==> config.mk <==
export PLATFORM = sky130hd
export DESIGN_NAME = ext_mem_pin_control
export DESIGN_NICKNAME = d
export VERILOG_FILES = /design/src/ext_mem_pin_control.v /design/src/mem_clk_select.v
export VERILOG_INCLUDE_DIRS = /design/src
export SDC_FILE = /design/constraint.sdc
export NUM_CORES = 1
export LEC_CHECK = 0
export BUFFER_PORTS_ARGS = -buffer_cell sky130_fd_sc_hd__buf_2
export CORE_MARGIN = 3
export CORE_UTILIZATION = 54
export DETAILED_ROUTE_END_ITERATION = 8
export PLACE_DENSITY = 0.83
export SLEW_MARGIN = 20
export SYNTH_ARGS = -nofsm -noshare
export SYNTH_HDL_FRONTEND = slang
export SYNTH_SLANG_ARGS = --single-unit
==> constraint.sdc <==
create_clock -name i_sys_clk -period 5.31 [get_ports i_sys_clk]
set_input_delay 0.531 -clock i_sys_clk [delete_from_list [all_inputs] [get_ports i_sys_clk]]
set_output_delay 0.531 -clock i_sys_clk [all_outputs]
set_load 0.01 [all_outputs]
==> src/ext_mem_pin_regs.vh <==
// Purpose: constants for the external memory port pin control
// Assumes: plain Verilog-2005, included by bare name
// Notes:   all counts are in cycles of i_sys_clk (50 MHz)
`ifndef EXT_MEM_PIN_REGS_VH
`define EXT_MEM_PIN_REGS_VH

// ----------------------------------------------------------------
// chip-space codes, word-address bits 31..28
// ----------------------------------------------------------------
`define SPACE_CODE_0      4'h8
`define SPACE_CODE_1      4'h9
`define SPACE_CODE_2      4'ha
`define SPACE_CODE_3      4'hb
`define SPACE_MSB         31
`define SPACE_LSB         28

// ----------------------------------------------------------------
// memory types and access sizes
// ----------------------------------------------------------------
`define MTYPE_ASYNC       2'h0
`define MTYPE_SDRAM       2'h1
`define MTYPE_SBSRAM      2'h2
`define SIZE_BYTE         2'h0
`define SIZE_HALF         2'h1
`define SIZE_WORD         2'h2

// ----------------------------------------------------------------
// asynchronous access phases and sbsram address strobe, in cycles
// ----------------------------------------------------------------
`define ASYNC_SETUP_CYC   4'h2
`define ASYNC_STROBE_CYC  4'h3
`define ASYNC_HOLD_CYC    4'h1
`define SBS_ADS_CYC       4'h1

// ----------------------------------------------------------------
// memory clock
// ----------------------------------------------------------------
`define MCLK_SRC_CORE     1'b0
`define MCLK_SRC_PIN      1'b1
`define MCLK_SRC_RST      1'b0
`define MCLK_EN_RST       1'b1

`endif

==> src/ext_mem_pin_control.v <==
// Purpose: pin-level control of a 16-bit external memory port
// Assumes: access requests come from logic on i_sys_clk
// Notes:   address and data pins are handled elsewhere
//
// Operation
// - the space select to drive is decoded from word-address bits 31..28.
// - at most one space select is active during any access.
// - byte-lane enables are decoded from the access size and the lowest address bit.
// - byte-lane enables act as byte write enables and as sdram data mask.
// - memory clock comes from the core clock when the select is 0, else pin.
// - memory clock is held low when its enable is 0 and runs when it is 1.
// - the read strobe pin is async read, sdram cas and sbsram address strobe.
// - the output enable pin is async oe, sdram ras and sbsram output enable.
// - the write strobe pin is the write enable for every memory type.
// - a host asks for the bus by hold request and is answered by hold ack.
`timescale 1ns/1ps
`include "ext_mem_pin_regs.vh"

module ext_mem_pin_control (
   input  wire        i_sys_clk,
   input  wire        i_rst,
   input  wire        i_acc_req,
   input  wire [31:0] i_acc_addr,
   input  wire        i_acc_write,
   input  wire [1:0]  i_acc_size,
   input  wire [1:0]  i_acc_type,
   output wire        o_acc_ack,
   output wire        o_acc_unmapped,
   input  wire        i_async_ready_in,
   input  wire        i_hold_req,
   output wire        o_ext_bus_hold_ack,
   output wire        o_bus_request_out,
   output wire [3:0]  o_space_select_n,
   output wire [1:0]  o_byte_lane_enable_n,
   output wire        o_read_strobe_pin_n,
   output wire        o_output_enable_pin_n,
   output wire        o_write_strobe_pin_n,
   output wire        o_pins_oe,
   input  wire        i_mem_clk_in,
   input  wire        i_mem_clk_source_sel,
   input  wire        i_mem_clk_out_enable,
   output wire        o_mem_clk_out
);

   // ----------------------------------------------------------------
   // states
   // ----------------------------------------------------------------
   localparam [2:0] ST_IDLE   = 3'h0;
   localparam [2:0] ST_SETUP  = 3'h1;
   localparam [2:0] ST_STROBE = 3'h2;
   localparam [2:0] ST_HOLDP  = 3'h3;
   localparam [2:0] ST_SD_ACT = 3'h4;
   localparam [2:0] ST_SD_CMD = 3'h5;
   localparam [2:0] ST_SB     = 3'h6;
   localparam [2:0] ST_GRANT  = 3'h7;

   // ----------------------------------------------------------------
   // decode functions
   // ----------------------------------------------------------------
   function [3:0] space_onehot;
      input [3:0] code;
      begin
         space_onehot = 4'h0;
         case (code)
            `SPACE_CODE_0: space_onehot = 4'h1;
            `SPACE_CODE_1: space_onehot = 4'h2;
            `SPACE_CODE_2: space_onehot = 4'h4;
            `SPACE_CODE_3: space_onehot = 4'h8;
            default:       space_onehot = 4'h0;
         endcase
      end
   endfunction

   // active-high lanes; a word is one 16-bit beat on this bus
   function [1:0] byte_lanes;
      input [1:0] addr_lo;
      input [1:0] size;
      begin
         byte_lanes = 2'h3;
         if (size == `SIZE_BYTE) begin
            if (addr_lo[0])
               byte_lanes = 2'h2;
            else
               byte_lanes = 2'h1;
         end
      end
   endfunction

   // ----------------------------------------------------------------
   // input synchronisers
   // ----------------------------------------------------------------
   reg rdy_meta_r;
   reg rdy_sync_r;
   reg hold_meta_r;
   reg hold_sync_r;

   always @(posedge i_sys_clk or posedge i_rst) begin
      if (i_rst) begin
         rdy_meta_r  <= 1'b0;
         rdy_sync_r  <= 1'b0;
         hold_meta_r <= 1'b0;
         hold_sync_r <= 1'b0;
      end else begin
         rdy_meta_r  <= i_async_ready_in;
         rdy_sync_r  <= rdy_meta_r;
         hold_meta_r <= i_hold_req;
         hold_sync_r <= hold_meta_r;
      end
   end

   // ----------------------------------------------------------------
   // sequencer state
   // ----------------------------------------------------------------
   reg [2:0] state_r;
   reg [2:0] state_nxt;
   reg [3:0] cnt_r;
   reg [3:0] cnt_nxt;
   reg [3:0] sel_r;
   reg [3:0] sel_nxt;
   reg [1:0] lanes_r;
   reg [1:0] lanes_nxt;
   reg       wr_r;
   reg       wr_nxt;
   reg       ack_nxt;
   reg       unmapped_nxt;
   reg [3:0] dec_sel;

   always @* begin
      state_nxt    = state_r;
      cnt_nxt      = cnt_r;
      sel_nxt      = sel_r;
      lanes_nxt    = lanes_r;
      wr_nxt       = wr_r;
      ack_nxt      = 1'b0;
      unmapped_nxt = 1'b0;
      dec_sel      = space_onehot(
                        i_acc_addr[`SPACE_MSB:`SPACE_LSB]);
      case (state_r)
         ST_IDLE: begin
            if (hold_sync_r) begin
               // host wins over a new access between transfers
               state_nxt = ST_GRANT;
            end else if (i_acc_req) begin
               if (dec_sel == 4'h0) begin
                  ack_nxt      = 1'b1;
                  unmapped_nxt = 1'b1;
               end else begin
                  sel_nxt   = dec_sel;
                  lanes_nxt = byte_lanes(i_acc_addr[1:0],
                                         i_acc_size);
                  wr_nxt    = i_acc_write;
                  case (i_acc_type)
                     `MTYPE_SDRAM: begin
                        state_nxt = ST_SD_ACT;
                     end
                     `MTYPE_SBSRAM: begin
                        state_nxt = ST_SB;
                        cnt_nxt   = `SBS_ADS_CYC;
                     end
                     default: begin
                        state_nxt = ST_SETUP;
                        cnt_nxt   = `ASYNC_SETUP_CYC - 4'h1;
                     end
                  endcase
               end
            end
         end
         ST_SETUP: begin
            if (cnt_r == 4'h0) begin
               state_nxt = ST_STROBE;
               cnt_nxt   = `ASYNC_STROBE_CYC - 4'h1;
            end else begin
               cnt_nxt = cnt_r - 4'h1;
            end
         end
         ST_STROBE: begin
            if (cnt_r != 4'h0) begin
               cnt_nxt = cnt_r - 4'h1;
            end else if (rdy_sync_r) begin
               state_nxt = ST_HOLDP;
               cnt_nxt   = `ASYNC_HOLD_CYC - 4'h1;
            end
         end
         ST_HOLDP: begin
            if (cnt_r == 4'h0) begin
               state_nxt = ST_IDLE;
               sel_nxt   = 4'h0;
               ack_nxt   = 1'b1;
            end else begin
               cnt_nxt = cnt_r - 4'h1;
            end
         end
         ST_SD_ACT: begin
            state_nxt = ST_SD_CMD;
         end
         ST_SD_CMD: begin
            state_nxt = ST_IDLE;
            sel_nxt   = 4'h0;
            ack_nxt   = 1'b1;
         end
         ST_SB: begin
            // writes end after the address strobe
            if (cnt_r == 4'h0 || wr_r) begin
               state_nxt = ST_IDLE;
               sel_nxt   = 4'h0;
               ack_nxt   = 1'b1;
            end else begin
               cnt_nxt = cnt_r - 4'h1;
            end
         end
         ST_GRANT: begin
            if (!hold_sync_r)
               state_nxt = ST_IDLE;
         end
         default: begin
            state_nxt = ST_IDLE;
            sel_nxt   = 4'h0;
         end
      endcase
   end

   // ----------------------------------------------------------------
   // strobe pin roles per next state
   // ----------------------------------------------------------------
   reg re_nxt;
   reg oe_nxt;
   reg we_nxt;

   always @* begin
      re_nxt = 1'b0;
      oe_nxt = 1'b0;
      we_nxt = 1'b0;
      case (state_nxt)
         ST_SETUP: begin
            oe_nxt = ~wr_nxt;
         end
         ST_STROBE: begin
            oe_nxt = ~wr_nxt;
            re_nxt = ~wr_nxt;
            we_nxt = wr_nxt;
         end
         ST_SD_ACT: begin
            oe_nxt = 1'b1;
         end
         ST_SD_CMD: begin
            re_nxt = 1'b1;
            we_nxt = wr_nxt;
         end
         ST_SB: begin
            re_nxt = (cnt_nxt == `SBS_ADS_CYC);
            we_nxt = wr_nxt;
            oe_nxt = ~wr_nxt & (cnt_nxt != `SBS_ADS_CYC);
         end
         default: begin
            re_nxt = 1'b0;
         end
      endcase
   end

   // ----------------------------------------------------------------
   // registered pins
   // ----------------------------------------------------------------
   reg [3:0] sel_n_r;
   reg [1:0] lanes_n_r;
   reg       re_n_r;
   reg       oe_n_r;
   reg       we_n_r;
   reg       ack_r;
   reg       unmapped_r;
   reg       hold_ack_r;
   reg       bus_request_out_r;
   reg       pins_oe_r;

   always @(posedge i_sys_clk or posedge i_rst) begin
      if (i_rst) begin
         state_r    <= ST_IDLE;
         cnt_r      <= 4'h0;
         sel_r      <= 4'h0;
         lanes_r    <= 2'h0;
         wr_r       <= 1'b0;
         sel_n_r    <= 4'hf;
         lanes_n_r  <= 2'h3;
         re_n_r     <= 1'b1;
         oe_n_r     <= 1'b1;
         we_n_r     <= 1'b1;
         ack_r      <= 1'b0;
         unmapped_r <= 1'b0;
         hold_ack_r <= 1'b0;
         bus_request_out_r   <= 1'b0;
         pins_oe_r  <= 1'b1;
      end else begin
         state_r    <= state_nxt;
         cnt_r      <= cnt_nxt;
         sel_r      <= sel_nxt;
         lanes_r    <= lanes_nxt;
         wr_r       <= wr_nxt;
         sel_n_r    <= ~sel_nxt;
         // lanes enabled only while a space is selected
         lanes_n_r  <= (sel_nxt != 4'h0) ? ~lanes_nxt
                                         : 2'h3;
         re_n_r     <= ~re_nxt;
         oe_n_r     <= ~oe_nxt;
         we_n_r     <= ~we_nxt;
         ack_r      <= ack_nxt;
         unmapped_r <= unmapped_nxt;
         hold_ack_r <= (state_nxt == ST_GRANT);
         bus_request_out_r   <= (state_nxt == ST_GRANT) & i_acc_req;
         // pins float while the host owns the bus
         pins_oe_r  <= (state_nxt != ST_GRANT);
      end
   end

   assign o_acc_ack             = ack_r;
   assign o_acc_unmapped        = unmapped_r;
   assign o_ext_bus_hold_ack    = hold_ack_r;
   assign o_bus_request_out     = bus_request_out_r;
   assign o_space_select_n      = sel_n_r;
   assign o_byte_lane_enable_n  = lanes_n_r;
   assign o_read_strobe_pin_n   = re_n_r;
   assign o_output_enable_pin_n = oe_n_r;
   assign o_write_strobe_pin_n  = we_n_r;
   assign o_pins_oe             = pins_oe_r;

   // ----------------------------------------------------------------
   // memory clock
   // ----------------------------------------------------------------
   mem_clk_select mem_clk_select_inst (
      .i_sys_clk            (i_sys_clk),
      .i_rst                (i_rst),
      .i_mem_clk_in         (i_mem_clk_in),
      .i_mem_clk_source_sel (i_mem_clk_source_sel),
      .i_mem_clk_out_enable (i_mem_clk_out_enable),
      .o_mem_clk_out        (o_mem_clk_out)
   );

endmodule // ext_mem_pin_control

==> src/mem_clk_select.v <==
// Purpose: memory clock output source select and gating
// Assumes: i_mem_clk_in is far slower than i_sys_clk
// Notes:   output is a sampled copy, so it carries sys-clock jitter
`timescale 1ns/1ps
`include "ext_mem_pin_regs.vh"

module mem_clk_select (
   input  wire i_sys_clk,
   input  wire i_rst,
   input  wire i_mem_clk_in,
   input  wire i_mem_clk_source_sel,
   input  wire i_mem_clk_out_enable,
   output wire o_mem_clk_out
);

   // ----------------------------------------------------------------
   // pin synchroniser and core derived clock
   // ----------------------------------------------------------------
   reg mclk_meta_r;
   reg mclk_sync_r;
   reg core_derived_clock_r;
   reg mem_clk_out_r;
   reg mem_clk_out_nxt;

   always @(posedge i_sys_clk or posedge i_rst) begin
      if (i_rst) begin
         mclk_meta_r          <= 1'b0;
         mclk_sync_r          <= 1'b0;
         core_derived_clock_r <= 1'b0;
         mem_clk_out_r        <= 1'b0;
      end else begin
         mclk_meta_r          <= i_mem_clk_in;
         mclk_sync_r          <= mclk_meta_r;
         // sys clock divided by two
         core_derived_clock_r <= ~core_derived_clock_r;
         mem_clk_out_r        <= mem_clk_out_nxt;
      end
   end

   // ----------------------------------------------------------------
   // source select and gate
   // ----------------------------------------------------------------
   always @* begin
      mem_clk_out_nxt = 1'b0;
      if (i_mem_clk_out_enable) begin
         if (i_mem_clk_source_sel == `MCLK_SRC_PIN)
            mem_clk_out_nxt = mclk_sync_r;
         else
            mem_clk_out_nxt = core_derived_clock_r;
      end
   end

   assign o_mem_clk_out = mem_clk_out_r;

endmodule // mem_clk_select
* Yosys cells after proc, flatten, opt, wreduce, memory -nomap -nowiden
Cells that the tools add are included.
Word-level totals: register bits after elaboration 36, bits of input ports 45, logic and storage cells 115
Cells by class: $add $sub $neg 1, equal/unequal tests 22, muxes and demuxes 51, bitwise logic cells 9, reduce and logical (&&, ||, !) cells 9
Operators with widths (number):
- $mux 4 | 14
- $pmux 4 s4 | 2
- $mux 3 | 9
- $eq 3x3->1 const B | 8
- $pmux 3 s8 | 1
- $pmux 4 s5 | 1
- $eq 4x4->1 const B | 4
- $mux 2 | 7
- $mux 1 | 13
- $eq 3x2->1 const B | 3
- $logic_not 4->1 | 2
- $reduce_bool 4->1 | 2
- $eq 3x1->1 const B | 2
- $pmux 1 s3 | 2
- $pmux 3 s2 | 1
- $not 1->1 | 5
- $eq 4x1->1 const B | 1
- $ne 4x1->1 const B | 1
- $not 4->4 | 1
- $pmux 1 s4 | 1
- $sub 4x1->4 const B | 1
- $logic_not 3->1 | 1
- $ne 3x3->1 const B | 1
- $reduce_or 3->1 | 1
- other kinds (7) | 8

* Depth between registers and ports, before layout
Gate-level depths: netlist (run 1).
word-level depth 11, mapped depth 11, gate-level depth less buffers 11

* Hierarchy
Synthesis (run 1) repeated with hierarchy kept, for this count alone.
Unflattened totals: cells, all modules 175, area total of the unflattened synthesis 1813.0 um^2
Modules (own cells, without submodules):
- ext_mem_pin_control | times used 1, cells each 167, area an instance 1689.1 um^2
- mem_clk_select | times used 1, cells each 8, area an instance 123.9 um^2

* Worst setup path after synthesis (run 1)
No wires, ideal clock.
kind register to register, from reg cnt_r[0], to reg oe_n_r, in the netlist o_output_enable_pin_n, library setup time 0.061 ns, data arrival time 2.255 ns, required time 5.249 ns, path slack 2.994 ns, cell stages (with the launch flop) 12, cells stage by stage dfrtp_1 inv_1 ha_1 nor3b_4 inv_2 ha_1 nand2b_1 a21oi_1 o31ai_1 a22o_2 nor4b_4 o21ba_1
On the way: cells in the longest elaborated chain, start to end 9
RTL lines:
- start: declaration | RTL line ext_mem_pin_control.v:116 | reg [3:0] cnt_r;
- start signal: assignment | RTL line ext_mem_pin_control.v:293 | cnt_r <= cnt_nxt;
- branches (longest 4 deep; another with $sub 4x1->4)
- $pmux 4 s5 * | RTL line ext_mem_pin_control.v:138 | case (state_r)
- named net cnt_nxt[0] | RTL line ext_mem_pin_control.v:117 | reg [3:0] cnt_nxt;
- $ne 4x1->1 (no source line) *
- $and 1x1->1 * | RTL line ext_mem_pin_control.v:252 | oe_nxt = ~wr_nxt & (cnt_nxt != `SBS_ADS_CYC);
- $pmux 1 s3 * | RTL line ext_mem_pin_control.v:233 | case (state_nxt)
- $not 1->1 * | RTL line ext_mem_pin_control.v:302 | oe_n_r <= ~oe_nxt;
- end signal: assignment | RTL line ext_mem_pin_control.v:302
- end: declaration | RTL line ext_mem_pin_control.v:266 | reg oe_n_r;
Mark *: on every way through the listed nets, which the timed path passes.

* Final worst setup path (run 1)
Ends and elaborated chain as after synthesis.

==> out/results.tsv, run 1 <==
stage	metric	value	unit
timing	Tcrit/Tclk final	53.1	%
synthesis	Synth Flop Type	dfrtp_1	
global_route	first-pass GRT wire length	7000	um
global_route	pin count of the biggest net entering global routing	37	
clock_tree	TritonCTS buffer count	5	
synthesis	top-area cell type share of the netlist area	35.8	%
clock_tree	cts-stage hold buffer count	0	
synthesis	Netlist cell types	56	
worst_setup_path	worst-path cell chain	inv_1, ha_1, nor3b_4, inv_2, ha_1, nand2b_1, a21oi_1, o31ai_1, a22o_2, nor4b_4, o21ba_1	
synthesis	dominant cell type by area after synthesis	dfrtp_1	
worst_setup_path	Worst Path Arrival	3.10	ns
detailed_routing	routed wl met3	179	um
floorplan	num rows	20	
synthesis	cell area after synthesis	1820	um^2
synthesis	YS warnings	0	
global_route	vias in the first global route	1530	
worst_setup_path	slowest CP cell	nor3b_4	
detailed_routing	drt total wl	3970	um
global_route	GRT Overall Usage	22.0	%
detailed_routing	Final ANT Viol Nets	0	
global_route	initial antenna violation count	0	
worst_setup_path	CP most frequent cell	ha_1	
worst_setup_path	startpoint types	flip-flop	
floorplan	die width	64.0	um
synthesis	Cells after Synth	171	
clock_tree	CTS sink count	36	
worst_setup_path	type of destination of the critical path	flip-flop	
flow_run	Max Cap Viol	0	
worst_setup_path	Critical Path RT	5.59	ns
worst_setup_path	kind of critical path	flip-flop to flip-flop	
finish	Final nets	253	
detailed_routing	met2 WL post-DR	2040	um
floorplan	floorplan core area	3130	um^2
finish	area delta synth->final	14.2	%
global_route	GRT overflow	0	
timing	worst rel slew slack	51.6	%
detailed_routing	Initial DRC Count	65	
timing	Final Critical Period	2.82	ns
synthesis	synthesized area per cell	10.6	um^2
timing	RSZ-0062 raised after global routing	false	
synthesis	Seq cells post-synth	36	
synthesis	sequential cell area fraction in the yosys report	50.2	%
detailed_routing	drt pass-1 iters	4	
power	Leak	0.000984	uW
timing	maximum clock rate	355	MHz
clock_tree	Worst-path clk slew	0.11	ns
clock_tree	post-CTS setup buffer count	0	
timing	Setup Skew	0.0100	ns
clock_tree	Clk Latency, worst-skew pair	0.33	ns
synthesis	most frequent cell after synthesis	dfrtp_1	
worst_setup_path	worst stage delay on the critical path	0.45	ns
synthesis	Syn Nets	220	
synthesis	Synth async-reset ratio	100	%
timing	Worst-Margin Slew	0.726	ns
timing	Sum Neg Setup Slack	0	ns
floorplan	Die H	64.0	um
synthesis	Post-synth top cells	26 x dfrtp_1, 15 x inv_1, 10 x a21oi_1, 10 x dfstp_2, 10 x nor2_1	
timing	final setup fails	0	
clock_tree	post_cts resized	0	
clock_tree	clk buf depth	2	
timing	final hold vios	0	
finish	number of diodes	0	
detailed_routing	vias per cell	5.88	
worst_setup_path	CP Buf/Inv Count	2	
run_status	status	completed	
synthesis	synth top area cells	dfrtp_1 36%, dfstp_2 14%, inv_1 3.1%, nand2b_1 3.1%, a21oi_1 2.8%	
floorplan	die area	4100	um^2
detailed_routing	routed via count	1463	
hold_path	Min-Delay Path Class	input port to asynchronous set/reset pin	
placed_design	Final GP Congestion	0.929	
synthesis	EDFF count, synth	0	
detailed_routing	WL per Instance	15.9	um
detailed_routing	wl on met1	1680	um
clock_tree	Root Buffer	clkbuf_4	
worst_setup_path	cell family with most CP delay	simple AND/OR/NAND/NOR gates	
detailed_routing	DRC Markers	0	
detailed_routing	top routing layer used	met4	
power	power per cell area	524	nW/um^2
timing	fin. max-slew vios	0	
finish	share of cells above drive strength 1	31.2	%
clock_tree	htree depth	2	
power	Pwr Total	1090	uW
floorplan	io pins	60	
placed_design	HPWL Detailed	2950	um
floorplan	Initial Utilization	58.1	%
placed_design	port buffer count	32	
power	VDD IR max	295	uV
worst_setup_path	Worst Path Max Fanout	9	
clock_tree	CTS tree	yes	
## cell type report
class,instances,area [um^2]
fill,257,1050
tap,44,55.1
timing repair buffer,33,168
inverter,16,60.1
clock buffer,8,68.8
multi-input combinational,112,812
sequential,36,913
## per-layer routing
| metal | global-route usage [%] | vias to the layer above |
|---|---|---|
| li1 | - | 682 |
| met1 | 27.7 | 723 |
| met2 | 36.3 | 51 |
| met3 | 4.92 | 7 |
| met4 | 9.16 | 0 |
| met5 | 0 | - |
## stage by stage
| step | instances | utilization (%) | hold WS [ns] | worst slack [ns] | cell area, um^2 |
|---|---|---|---|---|---|
| floorplan | 171 | - | 0.331 | 2.99 | 1820 |
| global placement | 241 | 64.2 | 0.333 | 2.55 | 2010 |
| detailed placement | 241 | 64.2 | 0.337 | 2.54 | 2010 |
| CTS | 249 | 66.4 | 0.283 | 2.51 | 2080 |
| global route | 249 | 66.4 | 0.264 | 2.29 | 2080 |
| finish | 249 | 66.4 | 0.272 | 2.49 | 2080 |
## where the power goes
| group | internal (uW) | leakage, uW | switching, uW |
|---|---|---|---|
| logic | 217 | 0.000516 | 263 |
| clock network | 77.9 | 0.0000386 | 84.0 |
| registers | 355 | 0.000430 | 91.0 |
| total | 649 | 0.000984 | 438 |
## final timing paths
kind                                                            from                                         to  slack [ns]  cells after the start
setup / recovery                                  cnt_r[0]$_DFF_PP0_            o_output_enable_pin_n$_DFF_PP1_        2.49                     11
hold / removal                                                 i_rst  mem_clk_select_inst.mclk_meta_r$_DFF_PP0_        0.27                      3
setup reg to reg                                  cnt_r[0]$_DFF_PP0_            o_output_enable_pin_n$_DFF_PP1_        2.49                     11
hold reg to reg            mem_clk_select_inst.mclk_meta_r$_DFF_PP0_  mem_clk_select_inst.mclk_sync_r$_DFF_PP0_        0.36                      0
max in group asynchronous                                      i_rst              o_read_strobe_pin_n$_DFF_PP1_        4.69                      3
min in group i_sys_clk                                  i_mem_clk_in  mem_clk_select_inst.mclk_meta_r$_DFF_PP0_        0.30                      1
## sequential cells by signal, indices dropped and copies added, names as in the netlist, 2 cells and up
name and flops:
state_r 3, lanes_r 2, cnt_r 4, sel_r 4, o_byte_lane_enable_n 2, o_space_select_n 4
## layout by cell type, fill, tap and decap left out, types with 2 or more instances in the layout
cell type and n:
inv_1 15, nand4_1 2, nand2_1 7, nor2_1 10, o21a_1 2, o211ai_1 2
nor2b_1 2, nand3_1 3, nor3_1 5, a221oi_1 2, and3_1 3, or4_1 2
a31oi_1 3, o21ai_0 6, a21oi_1 10, dfrtp_1 26, or3_1 2, clkbuf_4 5
mux2i_1 3, nand3b_1 2, ha_1 4, and3b_1 3, buf_2 32, nand2b_1 9
clkbuf_8 2, dfstp_2 10
## kinds of logic (layout without fill, tap and decap cells)
group / Yosys count / in the layout / share of synthesized area [%]
and+or+nand+nor: 63 / 63 / 23.3
AOI/OAI and AO/OA: 42 / 42 / 17.0
DFF: 36 / 36 / 50.2
buffers and inverters: 23 / 57 / 5.09
adders and majority gates: 4 / 4 / 2.75
muxes: 3 / 3 / 1.65
## worst min-delay path: cells and delay by family
kind                   cells  cell delay [ns]
buffers and inverters      3             0.51
Note: power is estimated with default switching activity, not from simulation.
==> run 2, diff against run 1 <==
--- a/config.mk
+++ b/config.mk
@@ -6,11 +6,12 @@
 export SDC_FILE = /design/constraint.sdc
 export NUM_CORES = 1
 export LEC_CHECK = 0
+export ABC_AREA = 1
 export BUFFER_PORTS_ARGS = -buffer_cell sky130_fd_sc_hd__buf_2
 export CORE_MARGIN = 3
-export CORE_UTILIZATION = 54
+export CORE_UTILIZATION = 51
 export DETAILED_ROUTE_END_ITERATION = 8
-export PLACE_DENSITY = 0.83
+export PLACE_DENSITY = 0.77
 export SLEW_MARGIN = 20
 export SYNTH_ARGS = -nofsm -noshare
 export SYNTH_HDL_FRONTEND = slang
==> constraint.sdc (replaced) <==
create_clock -name i_sys_clk -period 2.95 [get_ports i_sys_clk]
set_input_delay 0.295 -clock i_sys_clk [delete_from_list [all_inputs] [get_ports i_sys_clk]]
set_output_delay 0.295 -clock i_sys_clk [all_outputs]
set_load 0.01 [all_outputs]
==> out/results.tsv, run 2 <==
stage	metric	value	unit	change
clock_tree	post_cts resized	0		unchanged
global_route	met3 usage	6.40	%	+1.5 points
synthesis	Synth Flop Type	dfrtp_1		
timing	final hold vios	0		unchanged
power	Switching Share	46.0	%	+5.7 points
timing	Sum Neg Setup Slack	0	ns	unchanged
placed_design	port buffer count	32		unchanged
synthesis	dominant cell type by area after synthesis	dfrtp_1		
synthesis	YS warnings	0		unchanged
worst_setup_path	worst flop-to-flop path endpoint	o_output_enable_pin_n$_DFF_PP1_		
worst_setup_path	worst-path cell chain	inv_1, ha_1, nand2_4, nand2_1, nand2_1, nand2_1, nand2_1, nand2_1, nand2_1, nand2_1, nor2_1, nand3_1, a21oi_1		
global_route	layer with the highest usage	met2		
power	part of the power in registers	32.6	%	-8.4 points
synthesis	Syn Nets	296		+35%
detailed_routing	routed via count	1600		+9.4%
worst_setup_path	CP most frequent cell	nand2_1		
placed_design	Place WS	1.04	ns	-1.51 ns
global_route	GRT Overall Usage	18.9	%	-3.1 points
synthesis	synth top area cells	dfrtp_1 33%, dfstp_2 13%, nand2_1 13%, inv_1 8.8%, nor2_1 4.8%		
synthesis	Post-synth top cells	67 x nand2_1, 46 x inv_1, 26 x dfrtp_1		
flow_run	Max Cap Viol	0		unchanged
worst_setup_path	type of destination of the critical path	flip-flop		
clock_tree	TritonCTS buffer count	5		unchanged
worst_setup_path	kind of critical path	flip-flop to flip-flop		
placed_design	Final GP Congestion	0.907		-2.4%
power	Clk network pwr share	15.3	%	+0.4 points
synthesis	EDFF count, synth	0		unchanged
worst_setup_path	CP endpoint	o_output_enable_pin_n$_DFF_PP1_		
timing	worst rel slew slack	68.8	%	+17 points
floorplan	floorplan core area	3520	um^2	+13%
finish	number of diodes	0		unchanged
global_route	routing usage on met2	30.3	%	-5.9 points
global_route	GRT overflow	0		unchanged
timing	Final Critical Period	1.94	ns	-0.875 ns
detailed_routing	drt total wl	3730	um	-6.1%
clock_tree	Worst-path clk slew	0.07	ns	-0.04 ns
finish	most common cell after layout, fill and taps aside	nand2_1		
synthesis	most frequent cell after synthesis	nand2_1		
worst_setup_path	slowest CP cell	dfrtp_1		
global_route	grt met1 use	23.1	%	-4.6 points
timing	WHS	0.0896	ns	-0.183 ns
synthesis	sequential cell area fraction in the yosys report	46.6	%	-3.6 points
worst_setup_path	Worst Path Arrival	2.16	ns	-0.94 ns
power	power per cell area	971	nW/um^2	+85%
clock_tree	htree depth	2		unchanged
floorplan	Die H	68.0	um	+6.2%
timing	fin. max-slew vios	0		unchanged
clock_tree	clk buf depth	2		unchanged
clock_tree	CTS sink count	36		unchanged
worst_setup_path	Critical Path RT	3.16	ns	-2.43 ns
finish	FILL cells	336		+31%
clock_tree	Root Buffer	clkbuf_8		
power	Switch Pwr	1000	uW	+130%
timing	final worst slack	1.01	ns	-1.49 ns
finish	area delta synth->final	14.7	%	
timing	maximum clock rate	514	MHz	+45%
floorplan	num rows	21		+5.0%
worst_setup_path	Stages on worst setup path	13		+2
worst_setup_path	worst stage delay on the critical path	0.37	ns	-0.08 ns
power	Leak	0.00128	uW	+30%
power	Pwr Total	2180	uW	+100%
timing	Tcrit/Tclk final	65.9	%	+13 points
global_route	vias in the first global route	1462		-4.4%
clock_tree	cts-stage hold buffer count	0		unchanged
worst_setup_path	cell family with most CP delay	simple AND/OR/NAND/NOR gates		
worst_setup_path	register-to-register setup slack	1.01	ns	-1.49 ns
placed_design	placed cell areas	2160	um^2	+7.7%
synthesis	Netlist cell types	29		-48%
power	VDD IR max	643	uV	+120%
worst_setup_path	CP Buf/Inv Count	1		-1
finish	final instance area	2250	um^2	+8.2%
clock_tree	post-CTS setup buffer count	0		unchanged
timing	final setup fails	0		unchanged
synthesis	synthesized area per cell	7.93	um^2	-25%
finish	FF+latch area	913	um^2	unchanged
floorplan	die width	68.0	um	+6.2%
global_route	initial antenna violation count	0		unchanged
synthesis	top-area cell type share of the netlist area	33.2	%	-2.6 points
floorplan	Initial Utilization	55.7	%	-2.5 points
synthesis	Synth async-reset ratio	100	%	unchanged
hold_path	Min-Delay Path Class	input port to asynchronous set/reset pin		
detailed_routing	WL per Instance	11.2	um	-30%
clock_tree	CTS tree	yes		
detailed_routing	Initial DRC Count	41		-37%
finish	share of cells above drive strength 1	27.3	%	-3.9 points
worst_setup_path	Worst R2R Start	cnt_r[0]$_DFF_PP0_		
floorplan	io pins	60		unchanged
detailed_routing	vias per cell	4.82		-18%
floorplan	die area	4620	um^2	+13%
run_status	status	completed		
power	Gate power share	52.1	%	+8.0 points
timing	Setup Skew	0.00675	ns	-0.00327 ns
synthesis	cell area after synthesis	1960	um^2	+7.8%
clock_tree	Clk Latency, worst-skew pair	0.29	ns	-0.04 ns
timing	RSZ-0062 raised after global routing	false		
worst_setup_path	Worst Path Max Fanout	9		unchanged
synthesis	Seq cells post-synth	36		unchanged
finish	most frequent cells in the layout	67 x nand2_1, 46 x inv_1, 32 x buf_2, 26 x dfrtp_1, 25 x nor2_1		
detailed_routing	DRC Markers	0		unchanged
global_route	first-pass GRT wire length	6360	um	-9.1%
detailed_routing	drt pass-1 iters	5		+1
synthesis	Cells after Synth	247		+44%
worst_setup_path	startpoint types	flip-flop		
worst_setup_path	FF-to-FF path depth	13		+2
timing	Worst-Margin Slew	0.464	ns	-0.261 ns
power	Int Power	1180	uW	+81%
finish	area occupied by multi-input gates	825	um^2	+1.5%
placed_design	HPWL Detailed	2990	um	+1.5%
detailed_routing	Final ANT Viol Nets	0		unchanged
finish	Final nets	334		+32%
worst_setup_path	crit path from	cnt_r[0]$_DFF_PP0_		
global_route	pin count of the biggest net entering global routing	37		unchanged
run 2: per-layer routing:
layer | vias up | routed length (um) | share of wire (%)
li1 | 826 | - | -
met3 | 7 | 226 | 6.1
met5 | - | 0 | 0
met1 | 725 | 1570 | 42
met4 | 0 | 71 | 1.9
met2 | 42 | 1860 | 50
run 2: stage by stage:
| stage | cells | util, % |
|---|---|---|
| 2_1_floorplan | 247 | - |
| 3_3_place_gp | 324 | 61.4 |
| 3_5_place_dp | 324 | 61.4 |
| 4_1_cts | 332 | 63.8 |
| 5_1_grt | 332 | 63.8 |
| 6_report | 332 | 63.8 |
run 2: kinds of logic after synthesis:
logic type / count (synthesis) / share of synthesized area [%]
flops: 36 / 46.6
simple gates: 134 / 33.3
fa+ha+maj: 4 / 2.55
buf+inv: 55 / 11.3
compound gates: 18 / 6.19
run 2: layout make-up:
type	instances	area share (%)
clock buffers	7	3.40
clock inverters	1	0.390
inverters	53	8.85
multi-input cells	156	36.7
flip-flops and latches	36	40.6
well taps	46	2.56
repair buffers	33	7.46
run 2: worst reg2reg max path: cells and delay by family, from the launching register on:
family,cells,cell delay (ns)
adders and majority gates,1,0.26
and+or+nand+nor,10,0.97
buffers and inverters,1,0.10
AOI/OAI and AO/OA,1,0.17
DFF,1,0.37
run 2: worst min path at each step:
stage | start | to | depth (start not counted)
after floorplan | i_hold_req | hold_meta_r$_DFF_PP0_ | 0
after global placement | mem_clk_select_inst.mclk_meta_r$_DFF_PP0_ | mem_clk_select_inst.mclk_sync_r$_DFF_PP0_ | 0
after detailed placement | hold_meta_r$_DFF_PP0_ | hold_sync_r$_DFF_PP0_ | 0
after CTS | i_rst | mem_clk_select_inst.o_mem_clk_out$_DFF_PP0_ | 3
after global routing | i_mem_clk_in | mem_clk_select_inst.mclk_meta_r$_DFF_PP0_ | 1
final | i_rst | mem_clk_select_inst.o_mem_clk_out$_DFF_PP0_ | 3
run 2: power by group through the flow:
stage	clock network, uW	registers [uW]	logic [uW]
2_1_floorplan	0	712	912
3_3_place_gp	0	716	1110
3_5_place_dp	0	719	1140
4_1_cts	347	712	1140
5_1_grt	371	724	1290
6_report	335	711	1140
